**config.mk**
```make
export PLATFORM = sky130hd
export DESIGN_NAME = psd_lane_alu
export DESIGN_NICKNAME = d
export VERILOG_FILES = /design/src/shared/psd_pkg.sv /design/src/shared/psd_dot_if.sv /design/src/psd_lane_alu.sv /design/src/psd_dot_unit.sv
export SDC_FILE = /design/constraint.sdc
export NUM_CORES = 2
export LEC_CHECK = 0
export ABC_AREA = 1
export BUFFER_PORTS_ARGS = -buffer_cell sky130_fd_sc_hd__buf_2
export CORE_MARGIN = 2
export CORE_UTILIZATION = 45
export DETAILED_ROUTE_END_ITERATION = 12
export PLACE_DENSITY = 0.68
export SYNTH_ARGS = -nofsm -noshare
export SYNTH_HDL_FRONTEND = slang
export SYNTH_SLANG_ARGS = --single-unit
```
**constraint.sdc**
```tcl
create_clock -name clock -period 10.9 [get_ports clock]
set_input_delay 0 -clock clock [delete_from_list [all_inputs] [get_ports clock]]
set_output_delay 0 -clock clock [all_outputs]
set_load 0.01 [all_outputs]
```
**src/shared/psd_pkg.sv**
```systemverilog
// Shared definitions for the packed lane datapath
package psd_pkg;

  // Lane geometry
  localparam int HALF_WIDTH = 16;
  localparam int BYTE_WIDTH = 8;
  localparam int HALF_LANES = 2;
  localparam int BYTE_LANES = 4;

  // Lane masks applied to every lane result
  localparam logic [15:0] HALF_MASK = 16'hffff;
  localparam logic [15:0] BYTE_MASK = 16'h00ff;

  // Sign bit position of a lane held in a 16-bit slot
  localparam logic [15:0] HALF_TOP_BIT = 16'h8000;
  localparam logic [15:0] BYTE_TOP_BIT = 16'h0080;

  // Shift amount fields: low bits of the lane that are honoured
  localparam int HALF_SHIFT_BITS = 4;
  localparam int BYTE_SHIFT_BITS = 3;

  // Immediate width and reset value of the result register
  localparam int IMM_WIDTH = 6;
  localparam logic [31:0] RESULT_RESET = 32'h0000_0000;

  // Operations handled by the datapath
  typedef enum logic [4:0] {
    OP_LANE_ADD,
    OP_LANE_SUBTRACT,
    OP_LANE_AVERAGE_SIGNED,
    OP_LANE_AVERAGE_UNSIGNED,
    OP_LANE_MINIMUM_SIGNED,
    OP_LANE_MINIMUM_UNSIGNED,
    OP_LANE_MAXIMUM_SIGNED,
    OP_LANE_MAXIMUM_UNSIGNED,
    OP_LANE_SHIFT_RIGHT_LOGICAL,
    OP_LANE_SHIFT_RIGHT_ARITH,
    OP_LANE_SHIFT_LEFT,
    OP_LANE_BITWISE_OR,
    OP_LANE_BITWISE_XOR,
    OP_LANE_BITWISE_AND,
    OP_LANE_ABSOLUTE_VALUE,
    OP_LANE_PICK_SIGNED,
    OP_LANE_PICK_UNSIGNED,
    OP_LANE_PLACE,
    OP_DOT_UU,
    OP_DOT_US,
    OP_DOT_SS,
    OP_DOT_UU_ACCUMULATE,
    OP_DOT_US_ACCUMULATE,
    OP_DOT_SS_ACCUMULATE
  } psd_op_t;

  // Lane size
  typedef enum logic {
    LANE_HALF,
    LANE_BYTE
  } psd_lane_t;

  // Source of the second operand
  typedef enum logic [1:0] {
    FORM_VECTOR,
    FORM_SCALAR_REPLICATE,
    FORM_IMMEDIATE
  } psd_form_t;

endpackage

```
**src/shared/psd_dot_if.sv**
```systemverilog
`timescale 1ns/1ps
// Operands and sum between the lane datapath and the dot product unit
interface psd_dot_if;
  logic [31:0] a;
  logic [31:0] b;
  logic [31:0] prior;
  logic isByte;
  logic aSigned;
  logic bSigned;
  logic accumulate;
  logic [31:0] sum;

  modport requester (output a, output b, output prior, output isByte, output aSigned,
                     output bSigned, output accumulate, input sum);
  modport unit (input a, input b, input prior, input isByte, input aSigned,
                input bSigned, input accumulate, output sum);
endinterface

```
**src/psd_lane_alu.sv**
```systemverilog
`timescale 1ns/1ps
// Functional notes
// [RULE1] Lane add, truncated per lane, no carry
// [RULE2] Lane subtract, truncated per lane, no borrow
// [RULE3] Signed average: truncated sum, arithmetic shift one
// [RULE4] Unsigned average: logical shift, immediate zero-extended
// [RULE5] Signed minimum picks smaller two's-complement lane
// [RULE6] Unsigned min/max compare unsigned, zero-extend immediate
// [RULE7] Signed maximum picks larger lane
// [RULE8] Shift amount: low 4 or 3 bits only
// [RULE9] Software keeps unused shift amount bits zero
// [RULE10] Logical shifts fill zero, immediate zero-extended
// [RULE11] Arithmetic right shift fills lane sign bit
// [RULE12] Lane OR, XOR, AND bit by bit
// [RULE13] Absolute value negates negative lanes only
// [RULE14] Signed pick selects lane, sign-extends to 32
// [RULE15] Unsigned pick selects lane, zero-extends to 32
// [RULE16] Place writes low lane, keeps other destination bits
// [RULE17] Dot product sums two or four lane products
// [RULE18] Accumulating dot adds prior destination value
// [RULE19] Unsigned dot treats all lanes unsigned
// [RULE20] Mixed dot: first unsigned, second operand signed
// [RULE21] Signed dot treats all lanes signed
// [RULE22] Scalar form replicates low lane; immediate replicated
// [RULE23] Immediate sign-extended unless operation says otherwise
// [RULE24] Lane 0 in low bits, ascending upward
// [RULE25] No overflow or carry flags produced
// [RULE26] Dot sums kept modulo 2^32, no saturation
// [RULE27] Operations available only with extension parameter enabled
module psd_lane_alu #(
  parameter bit customExtEnableParam = 1'b1
) (
  // Clock and reset
  input wire logic clock,
  input wire logic rstn,
  // Request from decode
  input wire logic reqValid,
  input wire psd_pkg::psd_op_t opCode,
  input wire psd_pkg::psd_lane_t laneSize,
  input wire psd_pkg::psd_form_t operandForm,
  input wire logic [31:0] firstSource,
  input wire logic [31:0] secondSource,
  input wire logic [5:0] sixBitImmediate,
  input wire logic [31:0] destPrior,
  // Result to write-back
  output logic resValid_r,
  output logic [31:0] resData_r,
  output logic unavailable_r
);

  // One lane held in a 16-bit slot; byte lanes live in the low 8 bits
  function automatic logic [15:0] laneCalc(input psd_pkg::psd_op_t op,
                                           input logic isByte,
                                           input logic [15:0] a,
                                           input logic [15:0] b);
    logic [15:0] mask;
    logic [15:0] topBit;
    logic [15:0] sa;
    logic [15:0] sb;
    logic [15:0] ua;
    logic [15:0] ub;
    logic [15:0] sum;
    logic [3:0] sh;
    logic [15:0] res;
    mask = isByte ? psd_pkg::BYTE_MASK : psd_pkg::HALF_MASK;
    topBit = isByte ? psd_pkg::BYTE_TOP_BIT : psd_pkg::HALF_TOP_BIT;
    ua = a & mask;
    ub = b & mask;
    sa = isByte ? {{8{a[7]}}, a[7:0]} : a;
    sb = isByte ? {{8{b[7]}}, b[7:0]} : b;
    sum = (ua + ub) & mask; // RULE1
    sh = isByte ? {1'b0, b[2:0]} : b[3:0]; // RULE8
    case (op)
      psd_pkg::OP_LANE_ADD: res = sum; // RULE1
      psd_pkg::OP_LANE_SUBTRACT: res = ua - ub; // RULE2
      psd_pkg::OP_LANE_AVERAGE_SIGNED: res = (sum >> 1) | ((sum & topBit) != 16'h0000 ? topBit : 16'h0000); // RULE3
      psd_pkg::OP_LANE_AVERAGE_UNSIGNED: res = sum >> 1; // RULE4
      psd_pkg::OP_LANE_MINIMUM_SIGNED: res = ($signed(sa) < $signed(sb)) ? ua : ub; // RULE5
      psd_pkg::OP_LANE_MINIMUM_UNSIGNED: res = (ua < ub) ? ua : ub; // RULE6
      psd_pkg::OP_LANE_MAXIMUM_SIGNED: res = ($signed(sa) > $signed(sb)) ? ua : ub; // RULE7
      psd_pkg::OP_LANE_MAXIMUM_UNSIGNED: res = (ua > ub) ? ua : ub; // RULE6
      psd_pkg::OP_LANE_SHIFT_RIGHT_LOGICAL: res = ua >> sh; // RULE10
      psd_pkg::OP_LANE_SHIFT_RIGHT_ARITH: res = 16'($signed(sa) >>> sh); // RULE11
      psd_pkg::OP_LANE_SHIFT_LEFT: res = ua << sh; // RULE10
      psd_pkg::OP_LANE_BITWISE_OR: res = ua | ub; // RULE12
      psd_pkg::OP_LANE_BITWISE_XOR: res = ua ^ ub; // RULE12
      psd_pkg::OP_LANE_BITWISE_AND: res = ua & ub; // RULE12
      psd_pkg::OP_LANE_ABSOLUTE_VALUE: res = sa[15] ? 16'(-sa) : sa; // RULE13
      default: res = 16'h0000;
    endcase
    return res & mask; // RULE1 RULE2
  endfunction

  // Immediate extension: zero for unsigned average, min, max and shift forms, otherwise sign
  function automatic logic immZeroExt(input psd_pkg::psd_op_t op);
    case (op)
      psd_pkg::OP_LANE_AVERAGE_UNSIGNED,
      psd_pkg::OP_LANE_MINIMUM_UNSIGNED,
      psd_pkg::OP_LANE_MAXIMUM_UNSIGNED,
      psd_pkg::OP_LANE_SHIFT_RIGHT_LOGICAL,
      psd_pkg::OP_LANE_SHIFT_RIGHT_ARITH,
      psd_pkg::OP_LANE_SHIFT_LEFT: return 1'b1; // RULE4 RULE6 RULE10 RULE11
      default: return 1'b0; // RULE23
    endcase
  endfunction

  // Operand decode
  wire logic isByte = (laneSize == psd_pkg::LANE_BYTE);
  wire logic zeroExt = immZeroExt(opCode);
  wire logic [15:0] immHalf = zeroExt ? {10'h000, sixBitImmediate} :
                                        {{10{sixBitImmediate[5]}}, sixBitImmediate};
  wire logic [7:0] immByte = zeroExt ? {2'b00, sixBitImmediate} :
                                       {{2{sixBitImmediate[5]}}, sixBitImmediate};

  // Second operand per form; scalar forms replicate the lowest lane
  wire logic [31:0] scalarRep = isByte ? {4{secondSource[7:0]}} :
                                         {2{secondSource[15:0]}}; // RULE22
  wire logic [31:0] immRep = isByte ? {4{immByte}} : {2{immHalf}}; // RULE22 RULE23
  wire logic [31:0] secondOperand =
    (operandForm == psd_pkg::FORM_SCALAR_REPLICATE) ? scalarRep :
    (operandForm == psd_pkg::FORM_IMMEDIATE) ? immRep : secondSource;

  // Halfword lanes: lane 0 is bits 15:0
  wire logic [31:0] halfRes = {laneCalc(opCode, 1'b0, firstSource[31:16], secondOperand[31:16]),
                               laneCalc(opCode, 1'b0, firstSource[15:0], secondOperand[15:0])}; // RULE24

  // Byte lanes: lane i is bits 8i+7:8i, each computed apart so nothing crosses
  wire logic [15:0] byteWide [psd_pkg::BYTE_LANES];
  wire logic [31:0] byteRes;
  for (genvar i = 0; i < psd_pkg::BYTE_LANES; i++) begin : gByte
    assign byteWide[i] = laneCalc(opCode, 1'b1, {8'h00, firstSource[8*i +: 8]},
                                  {8'h00, secondOperand[8*i +: 8]});
    assign byteRes[8*i +: 8] = byteWide[i][7:0]; // RULE24
  end

  // Lane pick and place, lane chosen by the low immediate bits
  wire logic [1:0] byteSel = sixBitImmediate[1:0];
  wire logic halfSel = sixBitImmediate[0];
  wire logic [15:0] pickHalf = firstSource[16*halfSel +: 16];
  wire logic [7:0] pickByte = firstSource[8*byteSel +: 8];
  wire logic pickSign = (opCode == psd_pkg::OP_LANE_PICK_SIGNED) &
                        (isByte ? pickByte[7] : pickHalf[15]); // RULE14 RULE15
  wire logic [31:0] pickRes = isByte ? {{24{pickSign}}, pickByte} :
                                       {{16{pickSign}}, pickHalf};
  logic [31:0] placeRes;

  // Place overwrites one lane only; the rest keep the prior destination
  always_comb begin
    placeRes = destPrior;
    if (isByte) begin
      placeRes[8*byteSel +: 8] = firstSource[7:0]; // RULE16
    end else begin
      placeRes[16*halfSel +: 16] = firstSource[15:0]; // RULE16
    end
  end

  // Dot product unit hookup
  psd_dot_if dotBus ();
  wire logic dotOp = (opCode >= psd_pkg::OP_DOT_UU);
  assign dotBus.a = firstSource;
  assign dotBus.b = secondOperand;
  assign dotBus.prior = destPrior;
  assign dotBus.isByte = isByte;
  assign dotBus.aSigned = (opCode == psd_pkg::OP_DOT_SS) |
                          (opCode == psd_pkg::OP_DOT_SS_ACCUMULATE); // RULE19 RULE20 RULE21
  assign dotBus.bSigned = dotBus.aSigned | (opCode == psd_pkg::OP_DOT_US) |
                          (opCode == psd_pkg::OP_DOT_US_ACCUMULATE); // RULE20 RULE21
  assign dotBus.accumulate = (opCode >= psd_pkg::OP_DOT_UU_ACCUMULATE); // RULE18

  psd_dot_unit uDot (
    .dot(dotBus)
  );

  // Final result selection; the only flag output is unavailable_r, so nothing reports overflow
  wire logic isPick = (opCode == psd_pkg::OP_LANE_PICK_SIGNED) |
                      (opCode == psd_pkg::OP_LANE_PICK_UNSIGNED);
  wire logic [31:0] result =
    dotOp ? dotBus.sum :
    isPick ? pickRes :
    (opCode == psd_pkg::OP_LANE_PLACE) ? placeRes :
    isByte ? byteRes : halfRes; // RULE25

  // Result register: one cycle from request to write-back
  always_ff @(posedge clock) begin
    if (!rstn) begin
      resValid_r <= 1'b0;
      resData_r <= psd_pkg::RESULT_RESET;
      unavailable_r <= 1'b0;
    end else begin
      resValid_r <= reqValid;
      resData_r <= (reqValid && customExtEnableParam) ? result : psd_pkg::RESULT_RESET; // RULE27
      unavailable_r <= reqValid & ~customExtEnableParam; // RULE27
    end
  end

  // Checking aids: operands of the request one cycle back
  logic [31:0] hA_r;
  logic [31:0] hB_r;
  logic [31:0] hD_r;

  always_ff @(posedge clock) begin
    hA_r <= firstSource;
    hB_r <= secondOperand;
    hD_r <= destPrior;
  end
endmodule

```
**src/psd_dot_unit.sv**
```systemverilog
`timescale 1ns/1ps
// Sum of lane products, optionally added to the prior destination value
module psd_dot_unit (
  // Operand and sum carrier
  psd_dot_if.unit dot
);

  // Extend one lane to 17 bits by its signedness and multiply; 34 bits never overflow
  function automatic logic signed [33:0] mulLane(input logic [15:0] a,
                                                 input logic [15:0] b,
                                                 input logic isByte,
                                                 input logic aS,
                                                 input logic bS);
    logic signed [16:0] ea;
    logic signed [16:0] eb;
    ea = isByte ? {{9{aS & a[7]}}, a[7:0]} : {aS & a[15], a[15:0]};
    eb = isByte ? {{9{bS & b[7]}}, b[7:0]} : {bS & b[15], b[15:0]};
    return 34'(ea) * 34'(eb);
  endfunction

  logic [31:0] rawSum;

  // Products summed modulo 2^32, no saturation
  always_comb begin
    logic signed [33:0] prod;
    prod = '0;
    rawSum = 32'h0000_0000;
    for (int i = 0; i < psd_pkg::BYTE_LANES; i++) begin
      if (dot.isByte) begin
        prod = mulLane({8'h00, dot.a[8*i +: 8]}, {8'h00, dot.b[8*i +: 8]}, 1'b1,
                       dot.aSigned, dot.bSigned); // RULE17
      end else if (i < psd_pkg::HALF_LANES) begin
        prod = mulLane(dot.a[16*i +: 16], dot.b[16*i +: 16], 1'b0,
                       dot.aSigned, dot.bSigned); // RULE17
      end else begin
        prod = '0;
      end
      rawSum = rawSum + prod[31:0]; // RULE26
    end
  end

  // Accumulating forms fold in the old destination
  assign dot.sum = dot.accumulate ? rawSum + dot.prior : rawSum; // RULE18 RULE26

endmodule

```
# --- Word-level counts from Yosys, hierarchy flattened ---
# Cells that the tools add are included.
op_classes:
  multipliers: 6
  n_mux: 63
  add_sub_neg: 24
  magnitude_cmp: 26
  div: 0
  reduce_logical: 3
  shift: 24
  n_eq_ne: 23
  bitwise_logic: 37
op_table:
  columns: ["operator", "count"]
  rows:
  - ["case mux 16 bit (15 select lines)", 2]
  - ["case mux 8 bit (15 select lines)", 4]
  - ["2-to-1 mux 32 bit", 14]
  - ["2-to-1 mux 16 bit", 14]
  - ["2-to-1 mux 8 bit", 25]
  - ["adder 32 bit", 4]
  - ["multiplier 9 x 9 -> 18 bit", 4]
  - ["negation 5 -> 34 bit", 2]
  - ["bitwise mux 32 bit", 2]
  - ["> comparator 16 bit", 4]
  - ["> comparator 8 bit", 8]
  - ["less-than comparator 16 bit", 4]
  - ["less-than comparator 8 bit", 8]
  - ["multiplier 17 x 17 -> 32 bit", 2]
  - ["== test 5 x 4 -> 1 bit, second input constant", 8]
  - ["variable shift 16 x 34 -> 32 bit, first input constant", 1]
  - ["variable shift 8 x 34 -> 32 bit, first input constant", 1]
  - ["variable part select 16 x 34 -> 32 bit", 1]
  - ["variable part select 8 x 34 -> 32 bit", 1]
  - ["adder 16 bit", 2]
  - ["adder 8 bit", 4]
  - ["bitwise AND 16 bit", 2]
  - ["bitwise AND 8 bit", 4]
  - ["negation 16 bit", 2]
  - ["other kinds (30)", 83]
totals:
  memories: 0
  output_inout_bits: 34
  romBits: 0
  ramBits: 0
  latch_bits: 0
  elab_cells: 208
  ff_bits: 33
  inputBits: 113

# --- Longest topological paths before layout ---
depth:
  depth_word: 16
  ltp_mapped: 70
  depth_no_buf: 67

# --- By module ---
# From an unflattened synthesis, not the netlist that was laid out.
hier_totals:
  cells_unflattened: 8820
  area_unflattened_um2: 56754.4
modules_own_cells:
  columns: ["module", "cells_each", "area_per_inst_um2", "instances", "seq_area_each_um2"]
  rows:
  - ["psd_dot_unit", 4886, 36851.6, 1, 0.0]
  - ["psd_lane_alu", 3934, 19902.8, 1, 660.6]

# --- Worst setup path before layout ---
# Ideal clock, no wire load.
synth_timing:
  path_type: "input-to-reg"
  startpoint: "input opCode[1]"
  endpoint: "register resData_r[31]"
  t_arrival_ns: 10.053
  n_path_buf: 3
  setup_ns: 0.113
  path_stages: 62
  required_time_ns: 10.787
  setup_slack_ns: 0.734
  path_cell_list: "buf_4 > nand2_2 > nor2_2 > o21ai_1 > nand4_2 > nand3_4 > nand3_4 > inv_2 > buf_2 > buf_1 > nand2_1 > fa_1 > inv_1 > fa_1 > inv_1 > fa_1 > inv_1 > fa_1 > (+26 left out) > or2_2 > and2_1 > ha_1 > nand2_1 > nor2_1 > inv_1 > nor4_1 > nand2_1 > nand2_1 > nand2_1 > nand3_1 > inv_1 > nand2_1 > nand2_1 > nand3_1 > nand2_1 > nor2_1 > nor2_1"
synth_between:
  elab_chain_cells: 16
  elab_cells_between_ends: 98
  cone_classes: "add/sub (8); mul (6); order compare (10); eq/ne (21); shift (3); mux (27); bitwise (21); reduce/logical (2)"
synth_rtl:
  columns: ["element", "line", "rtl"]
  rows:
  - ["start: declaration", "psd_lane_alu.sv:38", "input wire psd_pkg::psd_op_t opCode,"]
  - ["== test 5 x 4 -> 1 bit, or another cell as far along", "psd_lane_alu.sv:73, psd_lane_alu.sv:96", null]
  - ["OR reduction 6 bit", "psd_lane_alu.sv:96", "case (op)"]
  - ["2-to-1 mux 1 bit", "psd_lane_alu.sv:96", null]
  - ["2-to-1 mux 16 bit or 2-to-1 mux 8 bit (tied branches)", "psd_lane_alu.sv:110, psd_lane_alu.sv:112", null]
  - ["2-to-1 mux 32 bit", "psd_lane_alu.sv:118", "wire logic [31:0] immRep = isByte ? {4{immByte}} : {2{immHalf}};"]
  - ["2-to-1 mux 32 bit", "psd_lane_alu.sv:121", "(operandForm == psd_pkg::FORM_IMMEDIATE) ? immRep : secondSource;"]
  - ["2-to-1 mux 32 bit", "psd_lane_alu.sv:120", "(operandForm == psd_pkg::FORM_SCALAR_REPLICATE) ? scalarRep :"]
  - ["bitwise AND 1 bit (on tied branches)", null, null]
  - ["multiplier 17 x 17 -> 32 bit or multiplier 9 x 9 -> 18 bit (tied branches)", "psd_dot_unit.sv:18", "return 34'(ea) * 34'(eb);"]
  - ["2-to-1 mux 32 bit", "psd_dot_unit.sv:29", "if (dot.isByte) begin"]
  - ["adder 32 bit (3 in series)", "psd_dot_unit.sv:38", "rawSum = rawSum + prod[31:0];"]
  - ["adder 32 bit", "psd_dot_unit.sv:43", "assign dot.sum = dot.accumulate ? rawSum + dot.prior : rawSum;"]
  - ["2-to-1 mux 32 bit", "psd_dot_unit.sv:43", null]
  - ["2-to-1 mux 32 bit (*)", "psd_lane_alu.sv:178", "dotOp ? dotBus.sum :"]
  - ["end signal: assignment", "psd_lane_alu.sv:187", "resData_r <= psd_pkg::RESULT_RESET;"]
  - ["end signal: assignment", "psd_lane_alu.sv:191", "resData_r <= (reqValid && customExtEnableParam) ? result : psd_pkg::RESULT_RESET;"]
  - ["end: declaration", "psd_lane_alu.sv:47", "output logic [31:0] resData_r,"]
# Every way passes the cells marked *; elsewhere a longest branch is shown, timed or not.
# A chain may end at the register's enable or synchronous reset.

# --- Worst setup path after layout ---
layout_timing:
  startpoint: "input opCode[3]"
  endpoint: "register resData_r[22]"
# The elaborated chain is that of the path after synthesis.

==> impl_results.md <==
- Synth Area in XOR/XNOR: 0.02317
- Largest net degree at the start of global routing: 79
- Post-synthesis adder-cell area fraction: 0.4098
- Fin nets: 10,650
- Max-cap viol count: 0
- Min Tclk post-route: 10.56 ns
- Crit path max fanout: 7
- Clock sinks: 33
- Slowest-stage cell, CP: fa_1
- Post-Syn Nets: 9,873
- CTS Root Cell: clkbuf_16
- Syn-to-layout area delta: 17.50%
- Yosys warns: 0
- Drt pass-1 iters: 9
- Gpl congestion: 1.111
- Yosys cell types: 70
- CP Capture Type: register
- CTS tree: yes
- Final Hold Slack: 0.4081 ns
- Initial antenna violation count: 12
- Layout cells sized above 1: 0.1490
- Flops & latches, synth: 33
- Relative slew margins: 0.1523
- Routed Wire Length: 290,500 um
- Avg WL per Cell: 26.79 um
- First-pass GRT wire length: 421,600 um
- Die Ht: 354.5 um
- IO Count: 147
- Crit-path most repeated cell: buf_4
- Area fraction in compound gates after synthesis: 0.1379
- Post-Syn Area: 55,290 um^2
- Commonest register cell after synthesis: dfxtp_1
- # rows: 128
- Largest family of logic cells by synthesized area: adder cells
- Max incr delay on CP: 0.62 ns
- Post-route setup slack: 0.3415 ns
- Mux cell area share after synthesis: 0.0001810
- IO Port Bufs: 145
- CTS clk-pin slew, worst paths: 0.07 ns
- Worst Tran Pin Value: 1.272 ns
- H-tree depth reported by CTS: 2
- Syn avg cell area: 6.548 um^2
- Most common cell after layout, fill and taps aside: nand2_1
- Die W: 354.5 um
- Core Region: 121,900 um^2
- Final setup viols: 0
- Pre-CTS WS: -0.1358 ns
- Grt total ovfl: 0
- Sequential-to-total area share from yosys stat: 0.01195
- Vias: 64,150
- WP data required: 11.10 ns
- Post-layout util: 0.5331
- DRC: 0
- GRT Util Overall: 0.4565
- Design Area, Final: 64,970 um^2
- Hold Path End: resData_r[31]
- Final Hold Viols: 0
- Synth Instances: 8,444
- Initial DRC Count: 8,534
- Cts hold-fix bufs: 0
- Initial cell density of the core: 0.4537
- Achievable frequency: 0.09471 GHz
- Slew Limit Fails: 0
- Simple-gate share of the synthesized area: 0.2762
- Die footprint: 125,700 um^2
- Worst Hold Depth: 8
- Post-synth EDFFs: 0
- Worst Hold Launch: destPrior[31]
- Vias in the first global route: 61,970
- DP Area: 64,320 um^2
- DP Wirelength: 244,400 um
- Period utilization: 0.9687
- Num CTS Buffers: 5
- Crit path kind: primary input to register
- Commonest cells after routing, fill and taps aside: 1,724 x nand2_1, 1,581 x inv_1, 958 x buf_4, 820 x fa_1, 800 x nor2_1
- Class of the worst hold path: primary input to register
- Post-route ant nets: 0
- Deepest clock path buffer count: 2
- Asr flop ratio synth: 0
- Startpoint Class: primary input
- Outcome: completed
- RSZ-0062 raised after global routing: yes
- WP data arrival: 10.76 ns
- Via density: 5.915
[synthesized netlist by cell type (all sizes together), types with 4 or more instances]
cell type	n	area (um^2)
nand2	1758	6656
inv	1617	6070
nor2	834	3183
fa	825	16520
nand3	702	3598
o21ai	527	2649
ha	491	6143
a21oi	467	2337
clkbuf	221	830.8
buf	154	787.0
o211ai	119	893.4
nand4	112	732.0
nor3	97	490.5
xor2	91	797.0
xnor2	50	437.9
o22ai	42	262.8
o221ai	36	315.3
dfxtp	33	660.6
o21bai	31	232.7
or2	31	193.9
a31oi	27	168.9
a21o	26	195.2
nand3b	25	229.0
clkinv	24	90.09
a211oi	13	97.59
a21boi	13	97.60
nor4	12	75.07
and2	9	56.30
a22oi	7	52.55
o2111ai	7	61.31
a32o	6	60.06
o21a	6	45.04
o31ai	5	37.54
and3	4	25.02
o32ai	4	35.03
[worst max path at each step]
stage,start,end,slack (ns)
after floorplan,opCode[1],resData_r[31],0.73
after global placement,operandForm[0],resData_r[31],-0.16
after detailed placement,opCode[3],resData_r[31],-0.14
after CTS,opCode[3],resData_r[31],0.12
after global routing,opCode[3],resData_r[26],-0.08
final,opCode[3],resData_r[22],0.34
[sequential cells by signal (all words and copies together), names as in the netlist]
register    flops
resValid_r      1
resData_r      32
[cell families (layout without fill, tap and decap cells)]
kind of cell,after synthesis,after routing
compound gates,1345,1345
xor+xnor,143,143
fa+ha+maj,1316,1316
buf+inv,2016,2789
flops,33,33
mux,1,1
other cells,1,5
simple gates,3589,3589
[metal layers]
metal	wire length (um)	vias to the layer above	global-route usage
met5	281	-	0
met4	16010	14	0.2010
met3	43630	760	0.1774
met2	111400	4407	0.6129
met1	119200	30720	0.6410
li1	-	28250	-
[through the flow]
stage,std cells,setup TNS [ns]
global route,10840,-0.3582
global placement,10830,-0.2215
detailed placement,10830,-0.3227
CTS,10840,0
finish,10850,0
floorplan,8444,0
[critical path, delay by kind of cell]
| kind | cells | cell delay (ns) |
|---|---|---|
| buffers and inverters | 13 | 1.74 |
| AND/OR/NAND/NOR | 13 | 1.59 |
| XOR/XNOR | 2 | 0.21 |
| AO/OA/AOI/OAI | 13 | 2.30 |
| adder cells (fa/ha/maj) | 11 | 4.88 |
[final cells by class]
class                           count  area [um^2]
Inverter                         1641         6177
Clock inverter                      2        10.01
Timing Repair Buffer             1140         8632
Multi-Input combinational cell   6395        47320
Antenna cell                        4        10.01
Fill cell                       12330        56910
Tap cell                         1625         2033
Sequential cell                    33        660.6
Clock buffer                        6        128.9
[what timing repair did]
item / in CTS / in global routing
buffers inserted: 0 / 6
setup endpoints to repair: 0 / 18
resized for setup: 0 / 137
Power is left out: the tool's default activity adds up to more than one toggle a clock period on the data nets, which glitch-free logic cannot reach.
